[src/logic/ienm_pkg.sv]
// Package for the interrupt enable mask block: map, fields, carriers.
// Overview of operation
// - Bit 7 globally gates every interrupt source.
// - Bit 6 masks serial peripheral interface requests.
// - Bit 5 masks timer C, either overflow flag.
// - Bit 4 masks the asynchronous serial port.
// - Bit 3 masks timer B overflow flag.
// - Bit 2 masks external interrupt B input.
// - Bit 1 masks timer A overflow flag.
// - Register at 0xA8, bit and byte access.
package ienm_pkg;

  // ****************************************************************
  // Register map and field positions.
  // ****************************************************************
  localparam logic [7:0] IENM_ADDR        = 8'hA8;  // Register address.
  localparam logic [7:0] IENM_RESET       = 8'h00;  // Reset value.
  localparam int         IENM_GLOBAL_BIT  = 7;      // Global enable.
  localparam int         IENM_SPI_BIT     = 6;      // Serial periph mask.
  localparam int         IENM_TMRC_BIT    = 5;      // Timer C mask.
  localparam int         IENM_ASER_BIT    = 4;      // Async serial mask.
  localparam int         IENM_TMRB_BIT    = 3;      // Timer B mask.
  localparam int         IENM_EXTB_BIT    = 2;      // External B mask.
  localparam int         IENM_TMRA_BIT    = 1;      // Timer A mask.
  localparam int         IENM_EXTA_BIT    = 0;      // External A mask.

  // ****************************************************************
  // Carriers.
  // ****************************************************************
  // Raw requests from the sources, in register bit order.
  typedef struct packed {
    logic serial_periph_req;           // Serial peripheral request.
    logic timer_c_low_overflow_flag;   // Timer C low byte overflow.
    logic timer_c_high_overflow_flag;  // Timer C high byte overflow.
    logic async_serial_req;            // Async serial port request.
    logic timer_b_overflow_flag;       // Timer B overflow.
    logic ext_irq_b_input;             // External interrupt B request.
    logic timer_a_overflow_flag;       // Timer A overflow.
    logic ext_irq_a_input;             // External interrupt A request.
  } ienm_req_t;

  // Special-function-register bus access from the core.
  typedef struct packed {
    logic [7:0] addr;     // Byte address, or bit-area address.
    logic       bit_acc;  // High for a single-bit access.
    logic [2:0] bit_sel;  // Bit number for a single-bit access.
    logic       wr;       // Write strobe, one cycle.
    logic [7:0] wdata;    // Byte write data; bit 0 for bit writes.
    logic       rd;       // Read strobe, one cycle.
  } ienm_sfr_t;

endpackage : ienm_pkg

[src/logic/ienm_top.sv]
// Interrupt enable mask register with request gating.
`timescale 1ns/1ps
`default_nettype none
module ienm_top (
  input  wire logic                ref_clk,   // System clock, 125 MHz.
  input  wire logic                rst_n,     // Async reset, active low.
  input  wire ienm_pkg::ienm_sfr_t sfr,       // Core register access.
  input  wire ienm_pkg::ienm_req_t req,       // Raw source requests.
  output logic [7:0]               rdata_q,   // Read data, registered.
  output logic                     rvalid_q,  // Read data valid pulse.
  output logic [6:0]               gated_q,   // Forwarded requests.
  output logic [7:0]               mask_q     // Register contents.
);
  import ienm_pkg::*;

  // ****************************************************************
  // Address decode.
  // ****************************************************************
  // The register is bit-addressable; its bit area sits at the same base,
  // so a bit access selects the register when addr matches the base.
  logic hit;  // Access targets this register.
  assign hit = (sfr.addr == IENM_ADDR);

  // ****************************************************************
  // Register storage.
  // ****************************************************************
  // A bit write touches only the selected bit, so software can flip one
  // mask without a read-modify-write race against other bits.
  always_ff @(posedge ref_clk or negedge rst_n) begin
    if (!rst_n) begin
      mask_q <= IENM_RESET;
    end else if (sfr.wr && hit) begin
      if (sfr.bit_acc) begin
        mask_q[sfr.bit_sel] <= sfr.wdata[0];
      end else begin
        mask_q <= sfr.wdata;
      end
    end
  end

  // A byte write replaces the whole register on the next edge.
  a_byte_write: assert property (
    @(posedge ref_clk) disable iff (!rst_n)
    sfr.wr && hit && !sfr.bit_acc |=> mask_q == $past(sfr.wdata))
    else $error("Byte write not stored.");

  // A bit write stores write data bit 0 into the selected bit.
  a_bit_write: assert property (
    @(posedge ref_clk) disable iff (!rst_n)
    sfr.wr && hit && sfr.bit_acc |=>
      mask_q[$past(sfr.bit_sel)] == $past(sfr.wdata[0]))
    else $error("Bit write not stored.");

  // A bit write must leave every other bit as it was.
  a_bit_others: assert property (
    @(posedge ref_clk) disable iff (!rst_n)
    sfr.wr && hit && sfr.bit_acc |=>
      ((mask_q ^ $past(mask_q)) & ~(8'h01 << $past(sfr.bit_sel))) == 8'h00)
    else $error("Bit write disturbed other bits.");

  // Without a write strobe to this address the contents hold.
  a_hold_value: assert property (
    @(posedge ref_clk) disable iff (!rst_n)
    !(sfr.wr && hit) |=> $stable(mask_q))
    else $error("Register changed without write.");

  // Leaving reset, the register and every output start at zero, so
  // no source can slip through before software sets its mask.
  a_reset_clear: assert property (
    @(posedge ref_clk)
    $rose(rst_n) |-> mask_q == IENM_RESET && gated_q == 7'h00 &&
      !rvalid_q && rdata_q == 8'h00)
    else $error("State not cleared by reset.");

  // Read path: byte returns all bits, bit read returns bit in bit 0.
  // Unmapped addresses read zero with no valid pulse.
  always_ff @(posedge ref_clk or negedge rst_n) begin
    if (!rst_n) begin
      rdata_q  <= 8'h00;
      rvalid_q <= 1'b0;
    end else begin
      rvalid_q <= sfr.rd && hit;
      if (sfr.rd && hit) begin
        if (sfr.bit_acc) begin
          rdata_q <= {7'h00, mask_q[sfr.bit_sel]};
        end else begin
          rdata_q <= mask_q;
        end
      end else begin
        rdata_q <= 8'h00;  // Quiet bus when this register is not read.
      end
    end
  end

  // A byte read returns the contents held before the strobe edge, so a
  // write in the same cycle shows only on the following read.
  a_read_back: assert property (
    @(posedge ref_clk) disable iff (!rst_n)
    sfr.rd && hit && !sfr.bit_acc |=> rvalid_q && rdata_q == $past(mask_q))
    else $error("Byte read mismatch.");

  // A bit read returns the selected bit in bit 0, upper bits zero.
  a_bit_read: assert property (
    @(posedge ref_clk) disable iff (!rst_n)
    sfr.rd && hit && sfr.bit_acc |=>
      rvalid_q && rdata_q == {7'h00, $past(mask_q[sfr.bit_sel])})
    else $error("Bit read mismatch.");

  // Anything but a read of this register leaves the read port quiet.
  a_refused_read: assert property (
    @(posedge ref_clk) disable iff (!rst_n)
    !(sfr.rd && hit) |=> !rvalid_q && rdata_q == 8'h00)
    else $error("Read answered without a hit.");

  // ****************************************************************
  // Request gating.
  // ****************************************************************
  // Gating uses the stored mask, so a write takes effect one cycle after
  // its strobe; output is registered, adding one more cycle of latency.
  // The extra cycle was accepted so that every output leaves a flop and
  // the core never sees a glitch from the combinational gate.
  logic       global_irq_enable;       // Bit 7: gates every source.
  logic       serial_periph_irq_mask;  // Bit 6: serial periph interface.
  logic       timer_c_irq_mask;        // Bit 5: timer C, either byte.
  logic       async_serial_irq_mask;   // Bit 4: async serial port.
  logic       timer_b_irq_mask;        // Bit 3: timer B overflow.
  logic       ext_irq_b_mask;          // Bit 2: external input B.
  logic       timer_a_irq_mask;        // Bit 1: timer A overflow.
  logic       ext_irq_a_mask;          // Bit 0: external input A.
  logic [6:0] gate_d;                  // Next forwarded requests.

  // Named views of the register fields keep the gate readable.
  assign global_irq_enable      = mask_q[IENM_GLOBAL_BIT];
  assign serial_periph_irq_mask = mask_q[IENM_SPI_BIT];
  assign timer_c_irq_mask       = mask_q[IENM_TMRC_BIT];
  assign async_serial_irq_mask  = mask_q[IENM_ASER_BIT];
  assign timer_b_irq_mask       = mask_q[IENM_TMRB_BIT];
  assign ext_irq_b_mask         = mask_q[IENM_EXTB_BIT];
  assign timer_a_irq_mask       = mask_q[IENM_TMRA_BIT];
  assign ext_irq_a_mask         = mask_q[IENM_EXTA_BIT];

  // Each source passes only with its own mask and the global enable set.
  // Timer C has two flags; either of them raises the one request line.
  always_comb begin
    gate_d    = 7'h00;  // Default keeps every bit assigned.
    gate_d[6] = global_irq_enable && serial_periph_irq_mask &&
                req.serial_periph_req;
    gate_d[5] = global_irq_enable && timer_c_irq_mask &&
                (req.timer_c_low_overflow_flag ||
                 req.timer_c_high_overflow_flag);
    gate_d[4] = global_irq_enable && async_serial_irq_mask &&
                req.async_serial_req;
    gate_d[3] = global_irq_enable && timer_b_irq_mask &&
                req.timer_b_overflow_flag;
    gate_d[2] = global_irq_enable && ext_irq_b_mask &&
                req.ext_irq_b_input;
    gate_d[1] = global_irq_enable && timer_a_irq_mask &&
                req.timer_a_overflow_flag;
    gate_d[0] = global_irq_enable && ext_irq_a_mask &&
                req.ext_irq_a_input;
  end

  // Forwarded requests are registered; reset blocks every source.
  always_ff @(posedge ref_clk or negedge rst_n) begin
    if (!rst_n) begin
      gated_q <= 7'h00;
    end else begin
      gated_q <= gate_d;
    end
  end

  // With the global enable clear nothing may leave on the next edge.
  a_global_blocks: assert property (
    @(posedge ref_clk) disable iff (!rst_n)
    !$past(mask_q[IENM_GLOBAL_BIT]) |-> gated_q == 7'h00)
    else $error("Request passed with global enable clear.");

  // Serial peripheral requests follow their mask and the global enable.
  a_spi_mask: assert property (
    @(posedge ref_clk) disable iff (!rst_n)
    gated_q[6] == $past(mask_q[IENM_GLOBAL_BIT] && mask_q[IENM_SPI_BIT] &&
                        req.serial_periph_req))
    else $error("Serial periph gating wrong.");

  // Timer C forwards when either of its two flags is set.
  a_timer_c_or: assert property (
    @(posedge ref_clk) disable iff (!rst_n)
    gated_q[5] == $past(mask_q[IENM_GLOBAL_BIT] && mask_q[IENM_TMRC_BIT] &&
                        (req.timer_c_low_overflow_flag ||
                         req.timer_c_high_overflow_flag)))
    else $error("Timer C gating wrong.");

  // The asynchronous serial port follows its mask.
  a_async_mask: assert property (
    @(posedge ref_clk) disable iff (!rst_n)
    gated_q[4] == $past(mask_q[IENM_GLOBAL_BIT] && mask_q[IENM_ASER_BIT] &&
                        req.async_serial_req))
    else $error("Async serial gating wrong.");

  // Timer B forwards its overflow flag when unmasked.
  a_timer_b_mask: assert property (
    @(posedge ref_clk) disable iff (!rst_n)
    gated_q[3] == $past(mask_q[IENM_GLOBAL_BIT] && mask_q[IENM_TMRB_BIT] &&
                        req.timer_b_overflow_flag))
    else $error("Timer B gating wrong.");

  // External input B forwards when unmasked.
  a_ext_b_mask: assert property (
    @(posedge ref_clk) disable iff (!rst_n)
    gated_q[2] == $past(mask_q[IENM_GLOBAL_BIT] && mask_q[IENM_EXTB_BIT] &&
                        req.ext_irq_b_input))
    else $error("External B gating wrong.");

  // Timer A forwards its overflow flag when unmasked.
  a_timer_a_mask: assert property (
    @(posedge ref_clk) disable iff (!rst_n)
    gated_q[1] == $past(mask_q[IENM_GLOBAL_BIT] && mask_q[IENM_TMRA_BIT] &&
                        req.timer_a_overflow_flag))
    else $error("Timer A gating wrong.");

  // External input A forwards when unmasked.
  a_ext_a_mask: assert property (
    @(posedge ref_clk) disable iff (!rst_n)
    gated_q[0] == $past(mask_q[IENM_GLOBAL_BIT] && mask_q[IENM_EXTA_BIT] &&
                        req.ext_irq_a_input))
    else $error("External A gating wrong.");

endmodule : ienm_top
`default_nettype wire
[config.mk]
export PLATFORM = sky130hd
export DESIGN_NAME = ienm_top
export DESIGN_NICKNAME = d
export VERILOG_FILES = /design/src/logic/ienm_pkg.sv /design/src/logic/ienm_top.sv
export SDC_FILE = /design/constraint.sdc
export NUM_CORES = 1
export LEC_CHECK = 0
export ABC_AREA = 1
export BUFFER_PORTS_ARGS = -buffer_cell sky130_fd_sc_hd__buf_4
export CORE_MARGIN = 2
export CORE_UTILIZATION = 44
export DETAILED_ROUTE_END_ITERATION = 12
export HOLD_SLACK_MARGIN = 0.03
export PLACE_DENSITY = 0.77
export SLEW_MARGIN = 20
export SYNTH_ARGS = -nofsm -noshare
export SYNTH_HDL_FRONTEND = slang
export SYNTH_SLANG_ARGS = --single-unit
[constraint.sdc]
create_clock -name ref_clk -period 1.1 [get_ports ref_clk]
set_input_delay 0.165 -clock ref_clk [delete_from_list [all_inputs] [get_ports ref_clk]]
set_output_delay 0.165 -clock ref_clk [all_outputs]
set_load 0.01 [all_outputs]
# Word-level counts from Yosys, hierarchy flattened
# Cells that the tools add are included.
# word_totals
ff_bits	24
in_bits	32
out_inout_bits	24
wordCells	33
# op_classes
magnitude_cmp	2
n_eq_ne	1
n_mux	8
n_reduce_logical	18
# op_table
operator	count
$mux W8	3
$logic_and A1 B1 Y1	17
$bwmux W8	1
$eq A8 B8 Y1 const B	1
$lt A3 B4 Y1 const B	1
$bmux W1 S3	1
$demux W1 S3	1
$ge A3 B1 Y1 const B	1
$mux W1	2
$logic_or A1 B1 Y1	1

# Longest topological paths before layout
# Gate-level depths: netlist of the first run.
# logic_depth
word_depth	6
mapped_depth	8
ltp_nobuf	7

# Worst setup path before layout of the first run
# OpenSTA, ideal clock, no wires.
# synth_timing
kind	register to register
from	register mask_q[5]
to	register rdata_q[0]
setup_ns	0.123
arrival_time_ns	0.819
required_time_ns	0.977
slack_ns	0.158
path_stages_with_launch	7
n_path_buf	0
period_less_slack_ns	0.942
cell_sequence	dfrtp_1 inv_1 nand2_1 nand3_1 nand2_1 o21ai_1 a21oi_1
# synth_via
elab_chain_cells	4
# synth_lines
element	line	source
start: declaration	ienm_top.sv:12	output logic [7:0] mask_q
start signal: indexed assignment	ienm_top.sv:34	mask_q[sfr.bit_sel] <= sfr.wdata[0];
start signal: assignment	ienm_top.sv:36	mask_q <= sfr.wdata;
$bmux W1 S3	ienm_top.sv:85	rdata_q <= {7'h00, mask_q[sfr.bit_sel]};
$mux W1 (implied by the code)	ienm_top.sv:85	
$mux W8	ienm_top.sv:84	if (sfr.bit_acc) begin
$mux W8	ienm_top.sv:83	if (sfr.rd && hit) begin
end signal: assignment	ienm_top.sv:85	
end signal: assignment	ienm_top.sv:87	rdata_q <= mask_q;
end: declaration	ienm_top.sv:9	output logic [7:0] rdata_q,
# Every way passes these cells. The select of a mux whose other input is x is not followed.
# A chain may end at the register's enable or synchronous reset.

# Worst setup path after layout of the first run
# layout_timing
from	register mask_q[6]
to	output mask_q[6]
# No word-level cell between the ends.

==> results of run 1 <==
## timing repair
action,in CTS,in global routing
gates resized for setup,0,1
setup endpoints to repair,2,3
hold buffers,1,0
endpoints found under the hold margin,24,0
pin swaps,0,2
setup buffers,2,1
## stage by stage
step	hold slack [ns]	power (mW)	setup TNS (ns)	setup WS, ns
after floorplan	-0.131	1.00	0	0.158
after global placement	0.0748	1.14	-0.0213	-0.00935
after detailed placement	0.0791	1.14	-0.463	-0.0981
after CTS	0.0602	1.52	0	0.00489
after global routing	0.0584	1.57	-0.0675	-0.0426
final	0.0633	1.50	0	0.0152
## sequential cells by signal, indices dropped and copies added, names as in the netlist
name / flops
rdata_q: 8
gated_q: 7
rvalid_q: 1
mask_q: 8
## how the worst max path moves through the flow
stage                       endpoint  cells past startpoint      start  slack, ns
final                      mask_q[6]                      1  mask_q[6]       0.02
after global routing      rdata_q[0]                      7  mask_q[6]      -0.04
after CTS                  mask_q[6]                      1  mask_q[6]      0.005
after detailed placement   mask_q[5]                      7    sfr[14]       -0.1
after global placement     mask_q[4]                      7    sfr[14]     -0.009
after floorplan           rdata_q[0]                      6  mask_q[5]       0.16
## worst min-delay path, stage by stage
cell,delay (ns)
buf_4,0.10
nand2_1,0.05
nor2_1,0.03
## cell usage after synthesis (2+ instances only)
master / n / area, µm²
a21oi_1: 8 / 40.0
dfrtp_1: 24 / 601
inv_1: 14 / 52.6
inv_2: 2 / 7.51
nand2_1: 36 / 135
nand2_4: 2 / 22.5
nand3_1: 4 / 20.0
nand3_2: 2 / 20.0
nor2_1: 24 / 90.1
o211ai_1: 6 / 45.0
o21ai_1: 7 / 35.0
## area by class of cell
class,count,area (µm²),area share (%)
Inverter,17,65.1,4.02
Timing Repair Buffer,59,449,27.8
Multi-Input combinational cell,94,443,27.4
Clock buffer,3,22.5,1.39
Sequential cell,24,601,37.1
Tap cell,30,37.5,2.32
## power groups by stage
stage	registers, mW	logic, mW	clock network, mW
after floorplan	0.921	0.0826	0
after global placement	0.917	0.221	0
after detailed placement	0.917	0.226	0
after CTS	0.900	0.231	0.384
after global routing	0.902	0.258	0.409
final	0.900	0.231	0.371
## layer usage
metal	up-vias	share of wire, %	GRT usage (%)
li1	556	-	-
met1	491	39	25.0
met2	37	54	36.1
met3	5	5.2	1.64
met4	0	1.6	6.25
met5	-	0	0
## cells by family after synthesis
| group | share of synthesized area (%) |
|---|---|
| buffers and inverters | 7.54 |
| DFF | 53.2 |
| AOI/OAI and AO/OA | 11.1 |
| and+or+nand+nor | 28.2 |
==> results.json, run 1 <==
{
  "status": "completed",
  "drc_errors": 0,
  "drv_cap": 0,
  "cts.sinks": 24,
  "io-pin-count": 56,
  "io_buffers": 55,
  "wl_per_cell_um": 11.8,
  "hold_class": "in2reg",
  "power.density_nw_per_um2": 929,
  "r2r_cells": 7,
  "die_w_um": 54.6,
  "drive_above_1_share_pct": 35.5,
  "crit_path_start_kind": "register",
  "grt_max_degree": 25,
  "timing.fmax_mhz": 922,
  "crit_path_max_incr_delay_ns": 0.45,
  "yosys_most_used_dff": "dfrtp_1",
  "p_leak_nw": 0.871,
  "async_flop_share_pct": 100,
  "r2r_end": "rdata_q[0]",
  "syn_nets": 170,
  "power_frac_seq_pct": 59.9,
  "overflow": 0,
  "cp_slowest_cell": "dfrtp_1",
  "fp.dieArea_um2": 2990,
  "dpl_cell_area_um2": 1570,
  "clock_path_buffers": 2,
  "avgSynthCellArea_um2": 8.18,
  "dr.pass1.iters": 5,
  "grt_usage_pct": 20.0,
  "p_clk_share_pct": 24.7,
  "rrSetupSlack_ns": 0.02,
  "dp_hpwl_um": 2050,
  "final_antenna_net_count": 0,
  "path_max_fanout": 5,
  "synth_edf_count": 0,
  "cts_buffers": 3,
  "rr_startpoint": "mask_q[6]",
  "root_buffer": "clkbuf_4",
  "holdPathStages": 3,
  "post-route-period-util_pct": 98.6,
  "detail_route.iter0.violations": 14,
  "routed_via_density": 4.80,
  "grt_pass1_wl_um": 4330,
  "place_inst": 221,
  "min-delay-start": "req[1]",
  "finalHoldViolCount": 0,
  "syn2layout_area_growth_pct": 43.3,
  "nets": 231,
  "pwr-share-comb_pct": 15.4,
  "whs_endpoint": "gated_q[1]",
  "slew_viol_final": 0,
  "setup_viol": 0,
  "yosysUniqueCellTypes": 20,
  "grt_pass1_vias": 995,
  "worstMarginPinSlew_ns": 0.301,
  "p_sw_share_pct": 24.5,
  "power_switching_mw": 0.368,
  "most-common-layout-cells": "57 x buf_4, 36 x nand2_1, 24 x nor2_1, 24 x dfrtp_1, 14 x inv_1",
  "clock_latency_ns": 0.31,
  "vias": 1089,
  "num_rows": 18,
  "postLayoutCoreUtil_pct": 65.9,
  "intPower_mw": 1.13,
  "ir_drop_uv": 768,
  "rsz0062_at_grt": "yes",
  "finalNonFillerCells": 227,
  "crit_buf_inv": 1,
  "grt_antenna_before_repair": 0,
  "path_cells": "buf_4",
  "fin_crit_ns": 1.08,
  "critical_path_class": "reg2out",
  "postSynthCellCount": 138,
  "cp-end-kind": "output port",
  "htree_levels": 1,
  "initial_core_util_pct": 46.0,
  "maxSlewHeadroom_pct": 79.9,
  "synth_area_um2": 1130,
  "clk_pin_slew_ns": 0.12,
  "fp.dieH_um": 54.6,
  "seq_area_frac_synth_pct": 53.2,
  "diodes": 0,
  "ys_ff_latch": 24,
  "worstPathRequired_ns": 0.94,
  "finalClockSkew_ns": 0.00879,
  "critical_path.top_delay_family": "flip-flops",
  "final_area_um2": 1620,
  "drt-total-wl_um": 2690,
  "final_common_cell": "buf_4",
  "yosys_warnings": 0,
  "arrival_ns": 0.92,
  "coreArea_um2": 2450,
  "fillers": 213,
  "cts_tree": "built",
  "place.gp.congestion": 0.824
}
Power figures use the tool's default switching activity.
==> inputs of run 2 (changes only) <==
--- a/config.mk
+++ b/config.mk
@@ -6,7 +6,7 @@
 export NUM_CORES = 1
 export LEC_CHECK = 0
 export ABC_AREA = 1
-export BUFFER_PORTS_ARGS = -buffer_cell sky130_fd_sc_hd__buf_4
+export BUFFER_PORTS_ARGS = -buffer_cell sky130_fd_sc_hd__buf_2
 export CORE_MARGIN = 2
 export CORE_UTILIZATION = 44
 export DETAILED_ROUTE_END_ITERATION = 12
==> results.json, run 2 (same netlist as run 1, synthesis figures left out) <==
{
  "most-common-layout-cells": "55 x buf_2, 36 x nand2_1, 24 x nor2_1, 24 x dfrtp_1, 14 x inv_1",
  "nets": 230,
  "maxSlewHeadroom_pct": 64.5,
  "finalHoldViolCount": 0,
  "root_buffer": "clkbuf_4",
  "power.density_nw_per_um2": 1000,
  "crit_buf_inv": 1,
  "arrival_ns": 0.92,
  "clock_path_buffers": 2,
  "overflow": 0,
  "fin_crit_ns": 1.09,
  "cts.sinks": 24,
  "r2r_end": "rdata_q[0]",
  "grt_pass1_wl_um": 3860,
  "grt_usage_pct": 18.3,
  "fp.dieH_um": 54.6,
  "critical_path_class": "reg2out",
  "coreArea_um2": 2450,
  "syn2layout_area_growth_pct": 30.2,
  "status": "completed",
  "cts_buffers": 3,
  "diodes": 0,
  "rsz0062_at_grt": "yes",
  "drive_above_1_share_pct": 35.2,
  "holdPathStages": 3,
  "final_antenna_net_count": 0,
  "hold_class": "in2reg",
  "grt_pass1_vias": 947,
  "critical_path.top_delay_family": "flip-flops",
  "worstMarginPinSlew_ns": 0.532,
  "setup_slack_ns": 0.0123,
  "routed_via_density": 4.85,
  "dp_hpwl_um": 1880,
  "cp-end-kind": "output port",
  "cts_tree": "built",
  "vias": 1095,
  "io-pin-count": 56,
  "pre_cts_slack_ns": -0.0729,
  "crit_path_start_kind": "register",
  "biggestRegsByFlops": "mask_q: 8 flops, rdata_q: 8 flops, gated_q: 7 flops",
  "slew_viol_final": 0,
  "post-route-period-util_pct": 98.9,
  "dr.pass1.iters": 4,
  "fp.dieArea_um2": 2990,
  "initial_core_util_pct": 46.0,
  "rrSetupSlack_ns": 0.10,
  "clock_latency_ns": 0.32,
  "clk_pin_slew_ns": 0.12,
  "num_rows": 18,
  "timing.fmax_mhz": 919,
  "cp_slowest_cell": "dfrtp_1",
  "wl_per_cell_um": 10.8,
  "worstPathRequired_ns": 0.94,
  "detail_route.iter0.violations": 15,
  "ir_drop_uv": 554,
  "path_cells": "buf_2",
  "whs_endpoint": "gated_q[0]",
  "grt_max_degree": 25,
  "drv_cap": 0,
  "final_common_cell": "buf_2",
  "fin_hold_ws_ns": 0.0439,
  "die_w_um": 54.6,
  "setup_viol": 0,
  "drt-total-wl_um": 2450,
  "min-delay-start": "req[0]",
  "p_leak_nw": 0.839,
  "place.gp.congestion": 0.832,
  "grt_antenna_before_repair": 0,
  "path_max_fanout": 5,
  "cts_resized": 0,
  "htree_levels": 1,
  "r2r_cells": 6,
  "finalClockSkew_ns": 0.00439,
  "drc_errors": 0,
  "io_buffers": 55,
  "crit_path_max_incr_delay_ns": 0.45,
  "rr_startpoint": "mask_q[5]"
}
run 2: cell types whose count changed in the layout (fill, tap and decap cells not counted), sizes merged:
cell	previous run	this run
buf	58	57
run 2: per-layer routing:
metal  share of wire [%]  vias up  GRT usage, %
met5                   0        -             0
met4                 2.0        0          10.0
met3                 6.9        5          2.73
met2                  47       42          30.6
met1                  44      493          22.4
li1                    -      555             -
run 2: worst max path at each step:
stage                    from  cells after the start  slack, ns         end
finish              mask_q[1]                      1       0.01   mask_q[1]
global route        mask_q[1]                      1      -0.02   mask_q[1]
CTS                 mask_q[1]                      1       0.01   mask_q[1]
detailed placement    sfr[14]                      7      -0.07   mask_q[3]
global placement      sfr[14]                      7     -0.004   mask_q[3]
floorplan           mask_q[5]                      6       0.16  rdata_q[0]
run 2: cell type report:
class,count,area (µm²)
clock buffers,3,22.5
fillers,231,986
inverters,17,65.1
multi-input cells,94,443
flip-flops and latches,24,601
well taps,30,37.5
repair buffers,58,300
run 2: what timing repair did:
action / CTS / global route
buffers inserted: 0 / 2
hold buffers: 1 / 0
endpoints found under the hold margin: 24 / 0
endpoints found under the setup margin: 0 / 4
run 2: report_power, final:
part           leakage (nW)  internal (mW)  total (mW)  switching [mW]
registers             0.330          0.891       0.900         0.00882
clock network        0.0138          0.128       0.382           0.254
logic                 0.496         0.0771       0.189           0.112
total                 0.839           1.10        1.47           0.375
run 2: per-stage QoR:
stage	setup TNS, ns	area [µm²]	instances	power, mW	utilization [%]
after floorplan	0	1130	138	1.00	-
after global placement	-0.00420	1420	220	1.10	57.9
after detailed placement	-0.371	1420	220	1.10	57.9
after CTS	0	1450	224	1.47	59.2
after global routing	-0.0359	1470	226	1.54	59.8
final	0	1470	226	1.47	59.8
==> inputs of run 3 (changes only) <==
--- a/config.mk
+++ b/config.mk
@@ -11,7 +11,7 @@
 export CORE_UTILIZATION = 44
 export DETAILED_ROUTE_END_ITERATION = 12
 export HOLD_SLACK_MARGIN = 0.03
-export PLACE_DENSITY = 0.77
+export PLACE_DENSITY = 0.8
 export SLEW_MARGIN = 20
 export SYNTH_ARGS = -nofsm -noshare
 export SYNTH_HDL_FRONTEND = slang
==> results.json, run 3 (same netlist as run 1, synthesis figures left out) <==
{
  "diodes": 0,
  "cp-startpoint": "mask_q[4]",
  "route.met2.wl_um": 1330,
  "cts.sinks": 24,
  "dp_hpwl_um": 1960,
  "path_cells": "buf_6, buf_6",
  "most-common-layout-cells": "53 x buf_2, 36 x nand2_1, 24 x nor2_1",
  "worstPathRequired_ns": 0.94,
  "die_w_um": 54.6,
  "setup_slack_ns": -0.0145,
  "vias": 1096,
  "p_leak_nw": 0.868,
  "grt_usage_pct": 18.6,
  "r2r_cells": 7,
  "grt_antenna_before_repair": 0,
  "routed_via_density": 4.74,
  "wl_met1_um": 1040,
  "post-route-period-util_pct": 101,
  "fp.dieH_um": 54.6,
  "rsz0062_at_grt": "yes",
  "nets": 234,
  "drv_cap": 0,
  "finalHoldViolCount": 0,
  "fin_crit_ns": 1.11,
  "highest_layer": "met4",
  "met3WireLength_um": 190,
  "power_mw": 1.55,
  "biggestRegsByFlops": "mask_q: 8 flops, rdata_q: 8 flops, gated_q: 7 flops",
  "critPathMostFrequentCell": "buf_6",
  "io_buffers": 55,
  "grt_pass1_vias": 997,
  "num_rows": 18,
  "final_common_cell": "buf_2",
  "dr.pass1.iters": 4,
  "slew_viol_final": 0,
  "fin_hold_ws_ns": 0.0570,
  "power.density_nw_per_um2": 1010,
  "crit_path_start_kind": "register",
  "grt_max_degree": 25,
  "worstMarginPinSlew_ns": 0.519,
  "holdPathStages": 3,
  "grt_pass1_wl_um": 4040,
  "detail_route.iter0.violations": 26,
  "clock_latency_ns": 0.31,
  "io-pin-count": 56,
  "status": "complete, but fails checks",
  "timing.fmax_mhz": 897,
  "setup_viol": 1,
  "crit_path_max_incr_delay_ns": 0.42,
  "arrival_ns": 0.95,
  "initial_core_util_pct": 46.0,
  "postLayoutCoreUtil_pct": 62.5,
  "final_antenna_net_count": 0,
  "root_buffer": "clkbuf_4",
  "r2r_end": "rdata_q[0]",
  "overflow": 0,
  "finalClockSkew_ns": 0.0117,
  "hold_class": "in2reg",
  "drive_above_1_share_pct": 37.8,
  "cts_buffers": 3,
  "clk_pin_slew_ns": 0.13,
  "maxSlewHeadroom_pct": 65.4,
  "drc_errors": 0,
  "syn2layout_area_growth_pct": 35.9,
  "cp_slowest_cell": "dfrtp_1",
  "fp.dieArea_um2": 2990,
  "critical_path_class": "reg2out",
  "cts_tree": "built",
  "violations": "setup timing",
  "rrSetupSlack_ns": 0.04,
  "rr_startpoint": "mask_q[4]",
  "clock_path_buffers": 2,
  "whs_endpoint": "gated_q[6]",
  "path_max_fanout": 2,
  "htree_levels": 1,
  "drt-total-wl_um": 2570,
  "ir_drop_uv": 596,
  "wl_per_cell_um": 11.1,
  "place.gp.congestion": 0.904,
  "min-delay-start": "req[7]",
  "cp-end-kind": "output port",
  "coreArea_um2": 2450
}
-- run 3: cell types whose count changed in the layout (fill, tap and decap cells not counted) --
cell,previous run,this run
buf_6,0,4
buf_2,55,53
buf_4,2,4
clkbuf_8,0,1
dfrtp_1,24,23
dfrtp_2,0,1
inv_1,14,13
inv_2,2,3
-- run 3: power by group --
part           internal (mW)  switching [mW]  leakage [nW]
Combinational         0.0871           0.116         0.519
Clock                  0.202           0.249        0.0210
Sequential             0.891         0.00910         0.328
Total                   1.18           0.375         0.868
-- run 3: cell type report --
| cell class | count | area [µm²] |
|---|---|---|
| multi-input cells | 94 | 443 |
| inverters | 17 | 65.1 |
| repair buffers | 62 | 350 |
| fillers | 208 | 921 |
| flip-flops and latches | 24 | 602 |
| well taps | 30 | 37.5 |
| clock buffers | 4 | 36.3 |
-- run 3: worst max path at each step --
| stage | to | slack, ns |
|---|---|---|
| after floorplan | rdata_q[0] | 0.16 |
| after global placement | mask_q[4] | -0.003 |
| after detailed placement | mask_q[2] | -0.06 |
| after CTS | mask_q[4] | -0.01 |
| after global routing | mask_q[4] | -0.06 |
| final | mask_q[4] | -0.01 |
-- run 3: through the flow --
stage | area (µm²) | std cells | setup TNS [ns] | worst slack [ns]
detailed placement | 1440 | 223 | -0.338 | -0.0604
finish | 1530 | 231 | -0.0145 | -0.0145
global placement | 1440 | 223 | -0.00338 | -0.00338
CTS | 1510 | 229 | -0.0101 | -0.0101
floorplan | 1130 | 138 | 0 | 0.158
global route | 1530 | 231 | -0.123 | -0.0616
-- run 3: timing repair --
item,4_1_cts,5_1_grt
buffers inserted,2,2
hold endpoints to repair,24,0
hold buffers,1,0
pin swaps,0,2
endpoints found under the setup margin,2,6
gates resized for setup,3,3
-- run 3: critical path: cells and delay by family (launching register included) --
family	cells	cell delay, ns
DFF	1	0.42
buffers and inverters	2	0.24
-- run 3: layer usage --
| layer | vias up | global-route usage (%) |
|---|---|---|
| met5 | - | 0 |
| met4 | 0 | 3.75 |
| met3 | 2 | 3.01 |
| met2 | 38 | 33.9 |
| met1 | 498 | 22.8 |
| li1 | 558 | - |
